$ cat src/srcs_pkg.sv
// constants for the reset and bus-clock sequencer
// assumes a single clock domain driven by the buffered oscillator clock
//
// How it works
// - bus clock is source divided by four
// - power/low-voltage reset holds clocks, pin 4128
// - stop exit waits delay before clocks
// - short recovery bit picks 32 cycles
// - any reset asserts internal reset, picks vector
// - internal reset clears counter, pin reset not
// - each reset sets its cause flag
// - pin flag needs 67 cycles low
// - internal sources pin 32 then 32 more
// - power/low-voltage pin low 4096 plus 32
// - recovery 4160 or 64 cycles total
// - power-on sets its flag, clears others
// - power-on enables clock output, clocks held
// - watchdog overflow resets, sets flag
// - watchdog disabled by test high voltage
// - bad opcode or disabled stop resets
// - only opcode fetch from unmapped resets
// - monitor entry erased vectors resets
// - twelve-bit counter is watchdog prescaler
// - stop instruction clears the counter
// - counter runs freely after reset
package srcs_pkg;
	localparam int CNT_W = 12;
	localparam int OSC_MHZ = 25;
	localparam int LONG_DLY_CYC = 4096;
	localparam int SHORT_DLY_CYC = 32;
	localparam int PIN_DRIVE_CYC = 32;
	localparam int INTERNAL_RESET_SIGNAL_EXTRA_CYC = 32;
	localparam int PIN_MIN_LOW_CYC = 67;
	localparam logic [15:0] VEC_NORMAL = 16'hFFFE;
	localparam logic [15:0] VEC_MONITOR = 16'hFEFE;
	localparam logic [7:0] CAUSE_RESET = 8'h80;
	// cause register bit positions
	localparam int B_POR = 7;
	localparam int B_PIN = 6;
	localparam int B_WDOG = 5;
	localparam int B_OPC = 4;
	localparam int B_ADR = 3;
	localparam int B_MON = 2;
	localparam int B_LV = 1;
	typedef enum logic [4:0] {
		SRCS_RUN = 5'h01,
		SRCS_LONG = 5'h02,
		SRCS_DRIVE = 5'h04,
		SRCS_HOLD = 5'h08,
		SRCS_STOP = 5'h10
	} srcs_state_t;
endpackage

$ cat src/srcs_sequencer.sv
// reset and bus-clock sequencer of the system integration unit
// assumes all inputs synchronous to core_clk_i except rst_pin_i and pll_output_clock_i
// a pin reset reuses the internal drive and hold sequence
`timescale 1ns/1ps
`default_nettype none
module srcs_sequencer import srcs_pkg::*; #(
	parameter int LONG_CYC = LONG_DLY_CYC
) (
	input wire logic core_clk_i,
	input wire logic srst_i,
	input wire logic power_up_pulse_i,
	input wire logic low_voltage_i,
	input wire logic watchdog_ovf_i,
	input wire logic bad_opcode_i,
	input wire logic stop_exec_i,
	input wire logic stop_enable_i,
	input wire logic fetch_unmapped_i,
	input wire logic opcode_fetch_i,
	input wire logic monitor_entry_reset_i,
	input wire logic monitor_mode_i,
	input wire logic rst_test_high_voltage_i,
	input wire logic irq_test_high_voltage_i,
	input wire logic break_i,
	input wire logic short_recovery_bit_i,
	input wire logic stop_wake_i,
	input wire logic pll_select_i,
	input wire logic pll_output_clock_i,
	input wire logic rst_pin_i,
	output logic rst_pin_o,
	output logic rst_pin_oe_o,
	output logic internal_reset_signal_o,
	output logic bus_clk_o,
	output logic clock_gen_output_o,
	output logic [15:0] reset_vector_o,
	output logic [7:0] reset_cause_register_o,
	output logic [CNT_W-1:0] counter_o,
	output logic watchdog_disable_o
);
	// ==========================================
	// state and counters
	srcs_state_t state;
	logic [CNT_W-1:0] cnt;
	logic [CNT_W:0] seq;
	logic [1:0] div;
	logic pin_s1, pin_s2;
	logic [6:0] low_cnt;
	logic long_reset;
	logic int_src;
	logic pin_reset;
	logic pll_s1, pll_s2, pll_s3;
	logic pll_rise;
	// per-source request terms, shared by the sequencer decode and the checks
	logic wd_src;
	logic opc_src;
	logic adr_src;
	logic mon_src;

	// ==========================================
	// request decode
	assign watchdog_disable_o = (monitor_mode_i &&
	    (rst_test_high_voltage_i || irq_test_high_voltage_i)) ||
	    (break_i && rst_test_high_voltage_i);
	assign long_reset = power_up_pulse_i || low_voltage_i;
	assign wd_src = watchdog_ovf_i && !watchdog_disable_o;
	assign opc_src = bad_opcode_i ||
	    (stop_exec_i && !stop_enable_i);
	// a data access to a hole is harmless; only fetches count
	assign adr_src = fetch_unmapped_i && opcode_fetch_i;
	assign mon_src = monitor_entry_reset_i;
	assign int_src = long_reset || wd_src || opc_src || adr_src ||
	    mon_src;

	// ==========================================
	// reset pin synchroniser and low-time measure
	always_ff @(posedge core_clk_i) begin
		if (srst_i) begin
			pin_s1 <= 1'b1;
			pin_s2 <= 1'b1;
		end else begin
			pin_s1 <= rst_pin_i;
			pin_s2 <= pin_s1;
		end
	end
	// the pin is sampled while we drive it too; only count outside drive
	always_ff @(posedge core_clk_i) begin
		if (srst_i || pin_s2 || rst_pin_oe_o)
			low_cnt <= 7'h00;
		else if (low_cnt != 7'(PIN_MIN_LOW_CYC))
			low_cnt <= low_cnt + 7'h01;
	end
	assign pin_reset = (low_cnt == 7'(PIN_MIN_LOW_CYC - 1)) &&
	    !pin_s2 && !rst_pin_oe_o;

	// ==========================================
	// sequencer
	always_ff @(posedge core_clk_i) begin
		if (srst_i) begin
			state <= SRCS_LONG;
			seq <= '0;
		end else if (long_reset) begin
			state <= SRCS_LONG;
			seq <= '0;
		end else if (int_src || pin_reset) begin
			state <= SRCS_DRIVE;
			seq <= '0;
		end else begin
			case (state)
			SRCS_LONG: begin
				if (seq == (CNT_W+1)'(LONG_CYC + PIN_DRIVE_CYC - 1)) begin
					state <= SRCS_HOLD;
					seq <= '0;
				end else
					seq <= seq + 1'b1;
			end
			SRCS_DRIVE: begin
				if (seq == (CNT_W+1)'(PIN_DRIVE_CYC - 1)) begin
					state <= SRCS_HOLD;
					seq <= '0;
				end else
					seq <= seq + 1'b1;
			end
			SRCS_HOLD: begin
				if (seq == (CNT_W+1)'(INTERNAL_RESET_SIGNAL_EXTRA_CYC - 1)) begin
					state <= SRCS_RUN;
					seq <= '0;
				end else
					seq <= seq + 1'b1;
			end
			SRCS_RUN: begin
				if (stop_exec_i && stop_enable_i)
					state <= SRCS_STOP;
			end
			SRCS_STOP: begin
				// delay counted on the shared counter after the wake
				if (stop_wake_i || seq[0])
					seq <= '0 | 1'b1;
				if (seq[0] && (short_recovery_bit_i ?
				    cnt == CNT_W'(SHORT_DLY_CYC - 1) :
				    cnt == CNT_W'(LONG_CYC - 1))) begin
					state <= SRCS_RUN;
					seq <= '0;
				end
			end
			default: begin
				state <= SRCS_LONG;
				seq <= '0;
			end
			endcase
		end
	end

	// ==========================================
	// free-running counter, watchdog prescaler
	always_ff @(posedge core_clk_i) begin
		if (srst_i || int_src)
			cnt <= '0;
		else if (state == SRCS_RUN && stop_exec_i && stop_enable_i)
			cnt <= '0;
		else if (state == SRCS_STOP && stop_wake_i)
			cnt <= '0;
		else
			cnt <= cnt + 1'b1;
	end
	assign counter_o = cnt;

	// ==========================================
	// cause flags
	always_ff @(posedge core_clk_i) begin
		if (srst_i || power_up_pulse_i) begin
			reset_cause_register_o <= CAUSE_RESET;
		end else if (int_src || pin_reset) begin
			reset_cause_register_o <= '0;
			reset_cause_register_o[B_LV] <= low_voltage_i;
			reset_cause_register_o[B_WDOG] <= watchdog_ovf_i &&
			    !watchdog_disable_o;
			reset_cause_register_o[B_OPC] <= bad_opcode_i ||
			    (stop_exec_i && !stop_enable_i);
			reset_cause_register_o[B_ADR] <= fetch_unmapped_i &&
			    opcode_fetch_i;
			reset_cause_register_o[B_MON] <= monitor_entry_reset_i;
			reset_cause_register_o[B_PIN] <= pin_reset && !long_reset;
		end
	end

	// ==========================================
	// outputs
	always_ff @(posedge core_clk_i) begin
		if (srst_i) begin
			pll_s1 <= 1'b0;
			pll_s2 <= 1'b0;
			pll_s3 <= 1'b0;
			div <= 2'b00;
		end else begin
			pll_s1 <= pll_output_clock_i;
			pll_s2 <= pll_s1;
			pll_s3 <= pll_s2;
			// pll source counted by rising edges: gating, not a true clock
			if (!pll_select_i || pll_rise)
				div <= div + 2'b01;
		end
	end
	// pll must run at no more than half the oscillator rate to be seen at all
	assign pll_rise = pll_s2 && !pll_s3;
	assign bus_clk_o = div[1] && state == SRCS_RUN;
	assign clock_gen_output_o = 1'b1;
	assign rst_pin_oe_o = state == SRCS_LONG || state == SRCS_DRIVE;
	assign rst_pin_o = 1'b0;
	assign internal_reset_signal_o = state == SRCS_LONG ||
	    state == SRCS_DRIVE || state == SRCS_HOLD ||
	    (!pin_s2 && !rst_pin_oe_o);
	assign reset_vector_o = monitor_mode_i ? VEC_MONITOR : VEC_NORMAL;

	// ==========================================
	// checks
	// reset sequence lengths and entry, bus clock hold, pll divider step and vector select
	a_pin_drive_len: assert property (@(posedge core_clk_i)
	    disable iff (srst_i) $rose(state == SRCS_HOLD) &&
	    $past(state) == SRCS_DRIVE && !int_src |-> $past(seq) ==
	    (CNT_W+1)'(PIN_DRIVE_CYC - 1))
	    else $error("pin drive length wrong");
	a_hold_release: assert property (@(posedge core_clk_i)
	    disable iff (srst_i || int_src || pin_reset)
	    state == SRCS_HOLD && seq == (CNT_W+1)'(INTERNAL_RESET_SIGNAL_EXTRA_CYC - 1)
	    |=> state == SRCS_RUN)
	    else $error("hold did not release");
	a_long_len: assert property (@(posedge core_clk_i)
	    disable iff (srst_i || int_src || pin_reset)
	    state == SRCS_LONG &&
	    seq == (CNT_W+1)'(LONG_CYC + PIN_DRIVE_CYC - 1)
	    |=> state == SRCS_HOLD)
	    else $error("long drive length wrong");
	a_long_entry: assert property (@(posedge core_clk_i)
	    disable iff (srst_i) long_reset |=> state == SRCS_LONG &&
	    rst_pin_oe_o && !bus_clk_o)
	    else $error("long reset not entered");
	a_drive_entry: assert property (@(posedge core_clk_i)
	    disable iff (srst_i) (wd_src || opc_src || adr_src) &&
	    !long_reset |=> state == SRCS_DRIVE && rst_pin_oe_o)
	    else $error("internal reset did not drive pin");
	a_hold_nodrive: assert property (@(posedge core_clk_i)
	    disable iff (srst_i) state == SRCS_HOLD |->
	    !rst_pin_oe_o && internal_reset_signal_o)
	    else $error("hold phase wrong");
	a_clk_held: assert property (@(posedge core_clk_i)
	    disable iff (srst_i) state != SRCS_RUN |-> !bus_clk_o)
	    else $error("bus clock ran in reset");
	a_pll_hold: assert property (@(posedge core_clk_i)
	    disable iff (srst_i) pll_select_i && !pll_rise |=>
	    div == $past(div))
	    else $error("bus divider stepped without pll edge");
	a_internal_reset_signal_pin: assert property (@(posedge core_clk_i)
	    disable iff (srst_i) !pin_s2 |-> internal_reset_signal_o)
	    else $error("pin low without internal reset");
	a_vector_sel: assert property (@(posedge core_clk_i)
	    monitor_mode_i |-> reset_vector_o == VEC_MONITOR)
	    else $error("vector wrong");
	a_vector_norm: assert property (@(posedge core_clk_i)
	    !monitor_mode_i |-> reset_vector_o == VEC_NORMAL)
	    else $error("normal vector wrong");

	// cause flags
	a_por_flags: assert property (@(posedge core_clk_i)
	    power_up_pulse_i |=> reset_cause_register_o == CAUSE_RESET)
	    else $error("power-on flags wrong");
	a_wd_flag: assert property (@(posedge core_clk_i)
	    disable iff (srst_i) watchdog_ovf_i && !watchdog_disable_o &&
	    !power_up_pulse_i |=> reset_cause_register_o[B_WDOG])
	    else $error("watchdog flag missing");
	a_pin_flag: assert property (@(posedge core_clk_i)
	    disable iff (srst_i) pin_reset && !long_reset |=>
	    reset_cause_register_o[B_PIN])
	    else $error("pin flag missing");
	a_opc_flag: assert property (@(posedge core_clk_i)
	    disable iff (srst_i) opc_src && !power_up_pulse_i |=>
	    reset_cause_register_o[B_OPC])
	    else $error("bad opcode flag missing");
	a_adr_flag: assert property (@(posedge core_clk_i)
	    disable iff (srst_i) adr_src && !power_up_pulse_i |=>
	    reset_cause_register_o[B_ADR])
	    else $error("bad address flag missing");
	a_mon_drive: assert property (@(posedge core_clk_i)
	    disable iff (srst_i) mon_src && !long_reset |=>
	    reset_cause_register_o[B_MON] && state == SRCS_DRIVE)
	    else $error("monitor entry reset missing");
	a_lv_flag: assert property (@(posedge core_clk_i)
	    disable iff (srst_i) low_voltage_i && !power_up_pulse_i |=>
	    reset_cause_register_o[B_LV])
	    else $error("low voltage flag missing");

	// counter and stop recovery
	a_int_clear: assert property (@(posedge core_clk_i)
	    disable iff (srst_i) int_src |=> cnt == '0)
	    else $error("counter not cleared");
	a_pin_keeps: assert property (@(posedge core_clk_i)
	    disable iff (srst_i) pin_reset && !int_src &&
	    !stop_exec_i && !stop_wake_i |=>
	    cnt == $past(cnt) + 1'b1)
	    else $error("pin reset touched counter");
	a_cnt_free: assert property (@(posedge core_clk_i)
	    disable iff (srst_i) state == SRCS_RUN && !int_src &&
	    !stop_exec_i |=>
	    cnt == $past(cnt) + 1'b1)
	    else $error("counter not free running");
	a_stop_entry: assert property (@(posedge core_clk_i)
	    disable iff (srst_i) state == SRCS_RUN && stop_exec_i &&
	    stop_enable_i && !int_src && !pin_reset |=>
	    cnt == '0 && state == SRCS_STOP)
	    else $error("stop entry wrong");
	a_stop_wait: assert property (@(posedge core_clk_i)
	    disable iff (srst_i || int_src || pin_reset)
	    state == SRCS_STOP && !seq[0] && !stop_wake_i |=>
	    state == SRCS_STOP)
	    else $error("stop left without wake");
	a_stop_short: assert property (@(posedge core_clk_i)
	    disable iff (srst_i || int_src || pin_reset)
	    state == SRCS_STOP && seq[0] && short_recovery_bit_i &&
	    cnt == CNT_W'(SHORT_DLY_CYC - 1) |=> state == SRCS_RUN)
	    else $error("short stop delay wrong");
	// data accesses to holes must not disturb the run state
	a_data_noreset: assert property (@(posedge core_clk_i)
	    disable iff (srst_i) state == SRCS_RUN && !int_src &&
	    !pin_reset |=> state == SRCS_RUN || state == SRCS_STOP)
	    else $error("spurious reset");
	a_wd_gated: assert property (@(posedge core_clk_i)
	    disable iff (srst_i) state == SRCS_RUN && watchdog_ovf_i &&
	    watchdog_disable_o && !long_reset && !opc_src && !adr_src &&
	    !mon_src && !pin_reset && !stop_exec_i |=>
	    state == SRCS_RUN)
	    else $error("disabled watchdog caused reset");

	// scenario coverage
	c_long: cover property (@(posedge core_clk_i)
	    state == SRCS_LONG ##1 state == SRCS_HOLD);
	c_pin: cover property (@(posedge core_clk_i) pin_reset);
	c_stop: cover property (@(posedge core_clk_i)
	    state == SRCS_STOP ##1 state == SRCS_RUN);
	c_short_stop: cover property (@(posedge core_clk_i)
	    state == SRCS_STOP && short_recovery_bit_i ##1 state == SRCS_RUN);
	c_wdog: cover property (@(posedge core_clk_i)
	    wd_src && !long_reset);
endmodule
`default_nettype wire

$ cat config.mk
export PLATFORM = sky130hd
export DESIGN_NAME = srcs_sequencer
export DESIGN_NICKNAME = d
export VERILOG_FILES = /design/src/srcs_pkg.sv /design/src/srcs_sequencer.sv
export SDC_FILE = /design/constraint.sdc
export NUM_CORES = 1
export LEC_CHECK = 0
export BUFFER_PORTS_ARGS = -buffer_cell sky130_fd_sc_hd__clkbuf_2
export CAP_MARGIN = 20
export CORE_MARGIN = 3
export CORE_UTILIZATION = 35
export CTS_CLUSTER_SIZE = 28
export DETAILED_ROUTE_END_ITERATION = 7
export PLACE_DENSITY = 0.64
export SYNTH_ARGS = -nofsm -noshare
export SYNTH_HDL_FRONTEND = slang
export SYNTH_SLANG_ARGS = --single-unit
$ cat constraint.sdc
create_clock -name core_clk_i -period 4.2 [get_ports core_clk_i]
set_clock_uncertainty 0.15 [all_clocks]
set_input_delay 0.42 -clock core_clk_i [delete_from_list [all_inputs] [get_ports core_clk_i]]
set_output_delay 0.42 -clock core_clk_i [all_outputs]
set_load 0.02 [all_outputs]
# Word-level counts from Yosys, hierarchy flattened
# Cells that the tools add are included.
# word_totals
elab_cells	101
reg_bits	51
# classes
n_addsub	4
n_mux	14
reduce_logical	48
bitwise_logic	1
n_eq_ne	22
# ops
op	n
2-to-1 mux 13 bit	4
one-hot mux 13 bit (4 select lines)	1
2-to-1 mux 5 bit	5
one-hot mux 5 bit (5 select lines)	1
logical OR 1 bit	18
!= test 3 bit (second input constant)	6
logical AND 1 bit	16
adder 13 x 1 -> 13 bit (second input constant)	1
equality test 13 bit (second input constant)	1
equality test 13 x 5 -> 1 bit (second input constant)	1
adder 12 x 1 -> 12 bit (second input constant)	1
equality test 12 bit (second input constant)	1
equality test 12 x 5 -> 1 bit (second input constant)	1
!= test 2 bit (second input constant)	5
AND reduction 5 bit	2
2-to-1 mux 9 bit	1
adder 7 x 1 -> 7 bit (second input constant)	1
equality test 7 bit (second input constant)	1
zero test 1 bit	7
!= test 7 bit (second input constant)	1
OR reduction 3 bit	2
equality test 5 x 1 -> 1 bit (second input constant)	1
equality test 5 x 2 -> 1 bit (second input constant)	1
equality test 5 x 3 -> 1 bit (second input constant)	1
other kinds (8)	9

# Logic depth before layout (Yosys ltp)
# logic_depth
ltp_word	12
ltp_mapped	8

# Worst setup path after synthesis
# OpenSTA, ideal clock, no wires.
# synth_path
path_type	register -> register
startpoint	reg state[2]
endpoint	reg state[0]
arrival_ps	1721
slack_ps	2241
path_buffers	2
period_less_slack_ps	1959
path_stages_with_launch	8
setup_ps	88
cell_sequence	dfxtp_1 -> buf_6 -> xnor2_2 -> nor4_4 -> nor2_2 -> or3_1 -> buf_2 -> nor4_2
# synth_via
elab_chain_len	6
# synth_lines
item	line_no	rtl
from (decl)	srcs_sequencer.sv:41	srcs_state_t state;
from (signal assigned)	srcs_sequencer.sv:98	state <= SRCS_LONG;
from (signal assigned)	srcs_sequencer.sv:101	state <= SRCS_LONG;
from (signal assigned)	srcs_sequencer.sv:104	state <= SRCS_DRIVE;
equality test 5 x 2 -> 1 bit / equality test 5 x 3 -> 1 bit (equally long branches)	srcs_sequencer.sv:206	assign rst_pin_oe_o = state == SRCS_LONG || state == SRCS_DRIVE;
logical OR 1 bit *	srcs_sequencer.sv:206	
net rst_pin_oe_o	srcs_sequencer.sv:30	output logic rst_pin_oe_o,
zero test 1 bit *	srcs_sequencer.sv:92	!pin_s2 && !rst_pin_oe_o;
logical AND 1 bit *	srcs_sequencer.sv:92	
logical OR 1 bit *	srcs_sequencer.sv:103	end else if (int_src || pin_reset) begin
OR reduction 3 bit (no source line) *	--	
# The timed path passes the listed nets; every way through them passes the cells marked *.
# A chain may end at the register's enable or synchronous reset.

# Worst setup path after layout
# layout_path
startpoint	reg state[3]
endpoint	out internal_reset_signal_o
# layout_via
elab_chain_len	5
# layout_lines
item	line_no	rtl
equality test 5 x 2 -> 1 bit / equality test 5 x 3 -> 1 bit (equally long branches)	srcs_sequencer.sv:206, srcs_sequencer.sv:208, srcs_sequencer.sv:209	
logical OR 1 bit	srcs_sequencer.sv:206, srcs_sequencer.sv:208	
zero test 1 bit	srcs_sequencer.sv:210	(!pin_s2 && !rst_pin_oe_o);
logical AND 1 bit	srcs_sequencer.sv:210	
logical OR 1 bit *	srcs_sequencer.sv:209	state == SRCS_DRIVE || state == SRCS_HOLD ||
to (decl)	srcs_sequencer.sv:31	output logic internal_reset_signal_o,
# Mark *: on every way between the ends. The rest lies on a longest branch, timed or not.

==> impl_metrics.toml <==
[sta]
rsz0062_at_grt = "false"
post-route-period-util_pct = 57.3
maxSlewHeadroom_pct = 57.6
tns_ps = 0
worst_slew_pin_slew_ps = 635
fin_crit_ps = 2410
max_freq_mhz = 415
finalHoldViolCount = 0
slew_violations = 0
setup_viol = 0

[setup_path]
r2r-end = "state[0]"
worst_setup_path_end_kind = "output port"
rrSetupSlack_ps = 1910
reg2reg_from = "state[2]"
start_kind = "register"
crit_path_end = "internal_reset_signal_o"
crit_arrival_ps = 1840
critPathKind = "register to output port"
r2r_cells = 5
path_max_fanout = 13
cp_data_required_time_ps = 3630
worstSetupStartpoint = "state[3]"

[grt]
grt.overflow.total = 0
met1_usage_pct = 17.3
grt_max_degree = 16
met2_usage_pct = 20.9
met3_usage_pct = 3.41
antenna_found_initial = 0
globalRoute.busiestLayer = "met2"
grtUsageTotal_pct = 13.2
grt_pass1_wl_um = 9350
first_global_vias = 2042

[clocking]
cts_sinks = 51
insertion_delay_ps = 300
postCtsSetupBuffers = 0
path_clk_slew_ps = 90
ctsResizeCount = 0
hold_buffers = 0
cts_tree = "done"
cts_buffers = 5
cts.path.max_buffers = 2
htree_levels = 2
cts_root_buffer = "clkbuf_8"

[power_and_ir_drop]
ir_drop_v = 0.000165
power_leakage_uw = 0.00115
power_uw = 917
powerDensity_mw_per_mm2 = 311

[route]
postRouteAntennaNets = 0
vias = 2228
totalWireLength_um = 5370
drt_first_pass_iters = 4
wl_per_cell_um = 11.9
drc_errors = 0
drt-vias-per-instance = 4.95
drt_iter0_drc = 73

[yosys]
synth-edff-count = 0
yosys_warnings = 0
synthArstFlopShare_pct = 0
yosys.area.top_type = "dfxtp_1"
ys_seq_elements = 51
syn_area_per_cell_um2 = 8.40
netlist_area_mm2 = 0.00264
synth_cells = 314
synth_area_leaders = "dfxtp_1, nor2_1, buf_4, a21oi_1, xor2_1"
synth_top_area_share_pct = 38.7
ys.flop_type = "dfxtp_1"
synth.distinct_cells = 49
yosysSeqAreaShare_pct = 38.7

[outcome]
outcome = "finished, final reports clean"

[hold_path]
hold_path.class = "primary input to register"
holdPathStages = 2

[floorplan]
io_pins = 62
initial_core_util_pct = 36.2
die_w_um = 92.8
dieArea_mm2 = 0.00861
die_h_um = 92.8
core_region_area_mm2 = 0.00729
rows = 31

[finish]
antennaDiodeCount = 0
nets = 374
seqCellArea_mm2 = 0.00102
drive_gt1_share_pct = 19.1
multi_input_area_mm2 = 0.00144
n_fill_cell = 773
stdcell_count = 450
syn2layout_area_growth_pct = 11.7
postLayoutCellArea_mm2 = 0.00294

[placed_design]
post-dp-hpwl_um = 4040
port_buffers = 43
place_inst = 442
placed_area_mm2 = 0.00283
place.gp.congestion = 0.777

[job]
drv_cap = 0
[worst min path at each step]
stage / from / endpoint / slack (ps)
floorplan: pin_s1 / pin_s2 / 240
global placement: pin_s1 / pin_s2 / 240
detailed placement: pin_s1 / pin_s2 / 250
CTS: rst_pin_i / pin_s1 / 140
global route: rst_pin_i / pin_s1 / 140
finish: rst_pin_i / pin_s1 / 150
[state kept, by name, summed over array words and instances, names as in the netlist]
name / flops
counter_o: 12
div: 2
low_cnt: 7
pin_s1: 1
pin_s2: 1
pll_s1: 1
pll_s2: 1
pll_s3: 1
reset_cause_register_o: 7
seq: 13
state: 5
[layer usage]
metal / share of wire (%) / vias up
li1: - / 1128
met1: 48 / 1047
met2: 46 / 46
met3: 5.0 / 7
met4: 1.5 / 0
met5: 0 / -
[metrics by stage]
step,setup slack [ps],util [%],hold WS [ps]
2_1_floorplan,2240,-,239
3_3_place_gp,1950,38.8,244
3_5_place_dp,1900,38.8,248
4_1_cts,1820,40.4,142
5_1_grt,1660,40.4,142
6_report,1790,40.4,146
[critical path: stages, from the launching register on]
cell      delay (ps)
dfxtp_1          640
xor2_1           160
a22oi_1          450
nand2_1          110
clkbuf_2         170
[synthesized netlist by cell type (all sizes together), types with 2 or more instances]
| master | count |
|---|---|
| nor4 | 7 |
| conb | 2 |
| nand2b | 2 |
| and3b | 2 |
| nor4b | 2 |
| dfxtp | 51 |
| nand3b | 3 |
| o21a | 2 |
| nor3 | 6 |
| nand2 | 20 |
| xnor2 | 8 |
| o21ai | 15 |
| and3 | 5 |
| nor2 | 43 |
| nor2b | 5 |
| a21o | 4 |
| and4 | 5 |
| nand3 | 12 |
| or3 | 8 |
| a22oi | 2 |
| buf | 27 |
| nand4b | 4 |
| inv | 7 |
| nand4 | 5 |
| clkbuf | 3 |
| a21oi | 31 |
| ha | 4 |
| or2 | 3 |
| nor3b | 4 |
| xor2 | 13 |
[cell families (layout without fill, tap and decap cells)]
logic type | Yosys count | in the layout | share of synthesized area, %
AO/OA/AOI/OAI | 59 | 59 | 13.2
multiplexers | 2 | 2 | 0.807
XOR/XNOR | 21 | 21 | 7.26
buffers and inverters | 37 | 58 | 8.92
other | 2 | 18 | 0.285
adder cells (fa/ha/maj) | 4 | 4 | 1.90
AND/OR/NAND/NOR | 138 | 138 | 28.9
flip-flops | 51 | 51 | 38.7
[layout make-up]
type                       count  share of cell area (%)
tap                           99                    4.21
multi-input combinational    242                    48.9
sequential                    51                    34.7
clock inverter                 2                    1.19
clock buffer                   6                    2.80
timing repair buffer          43                    7.31
inverter                       7                   0.892
[report_power, final]
| group | total, uW | switching [uW] | internal, uW |
|---|---|---|---|
| sequential | 496 | 5.56 | 490 |
| clock | 351 | 158 | 193 |
| combinational | 69.4 | 46.3 | 23.2 |
[placed cells by master (no fill, tap or decap), types with 3 or more instances in the layout]
cell and count:
a21o_1 4, a21oi_1 27, a21oi_2 4, and3_1 5
and4_1 5, clkbuf_2 43, clkbuf_8 6, conb_1 18
dfxtp_1 51, ha_1 4, inv_1 7, nand2_1 20
nand3_1 12, nand3b_1 3, nand4_1 5, nand4b_1 4
nor2_1 41, nor2b_1 5, nor3_1 6, nor3b_1 4
nor4_1 4, o21ai_0 11, o21ai_1 3, or2_2 3
or3_1 8, xnor2_1 7, xor2_1 13
Note: power is estimated with default switching activity, not from simulation.
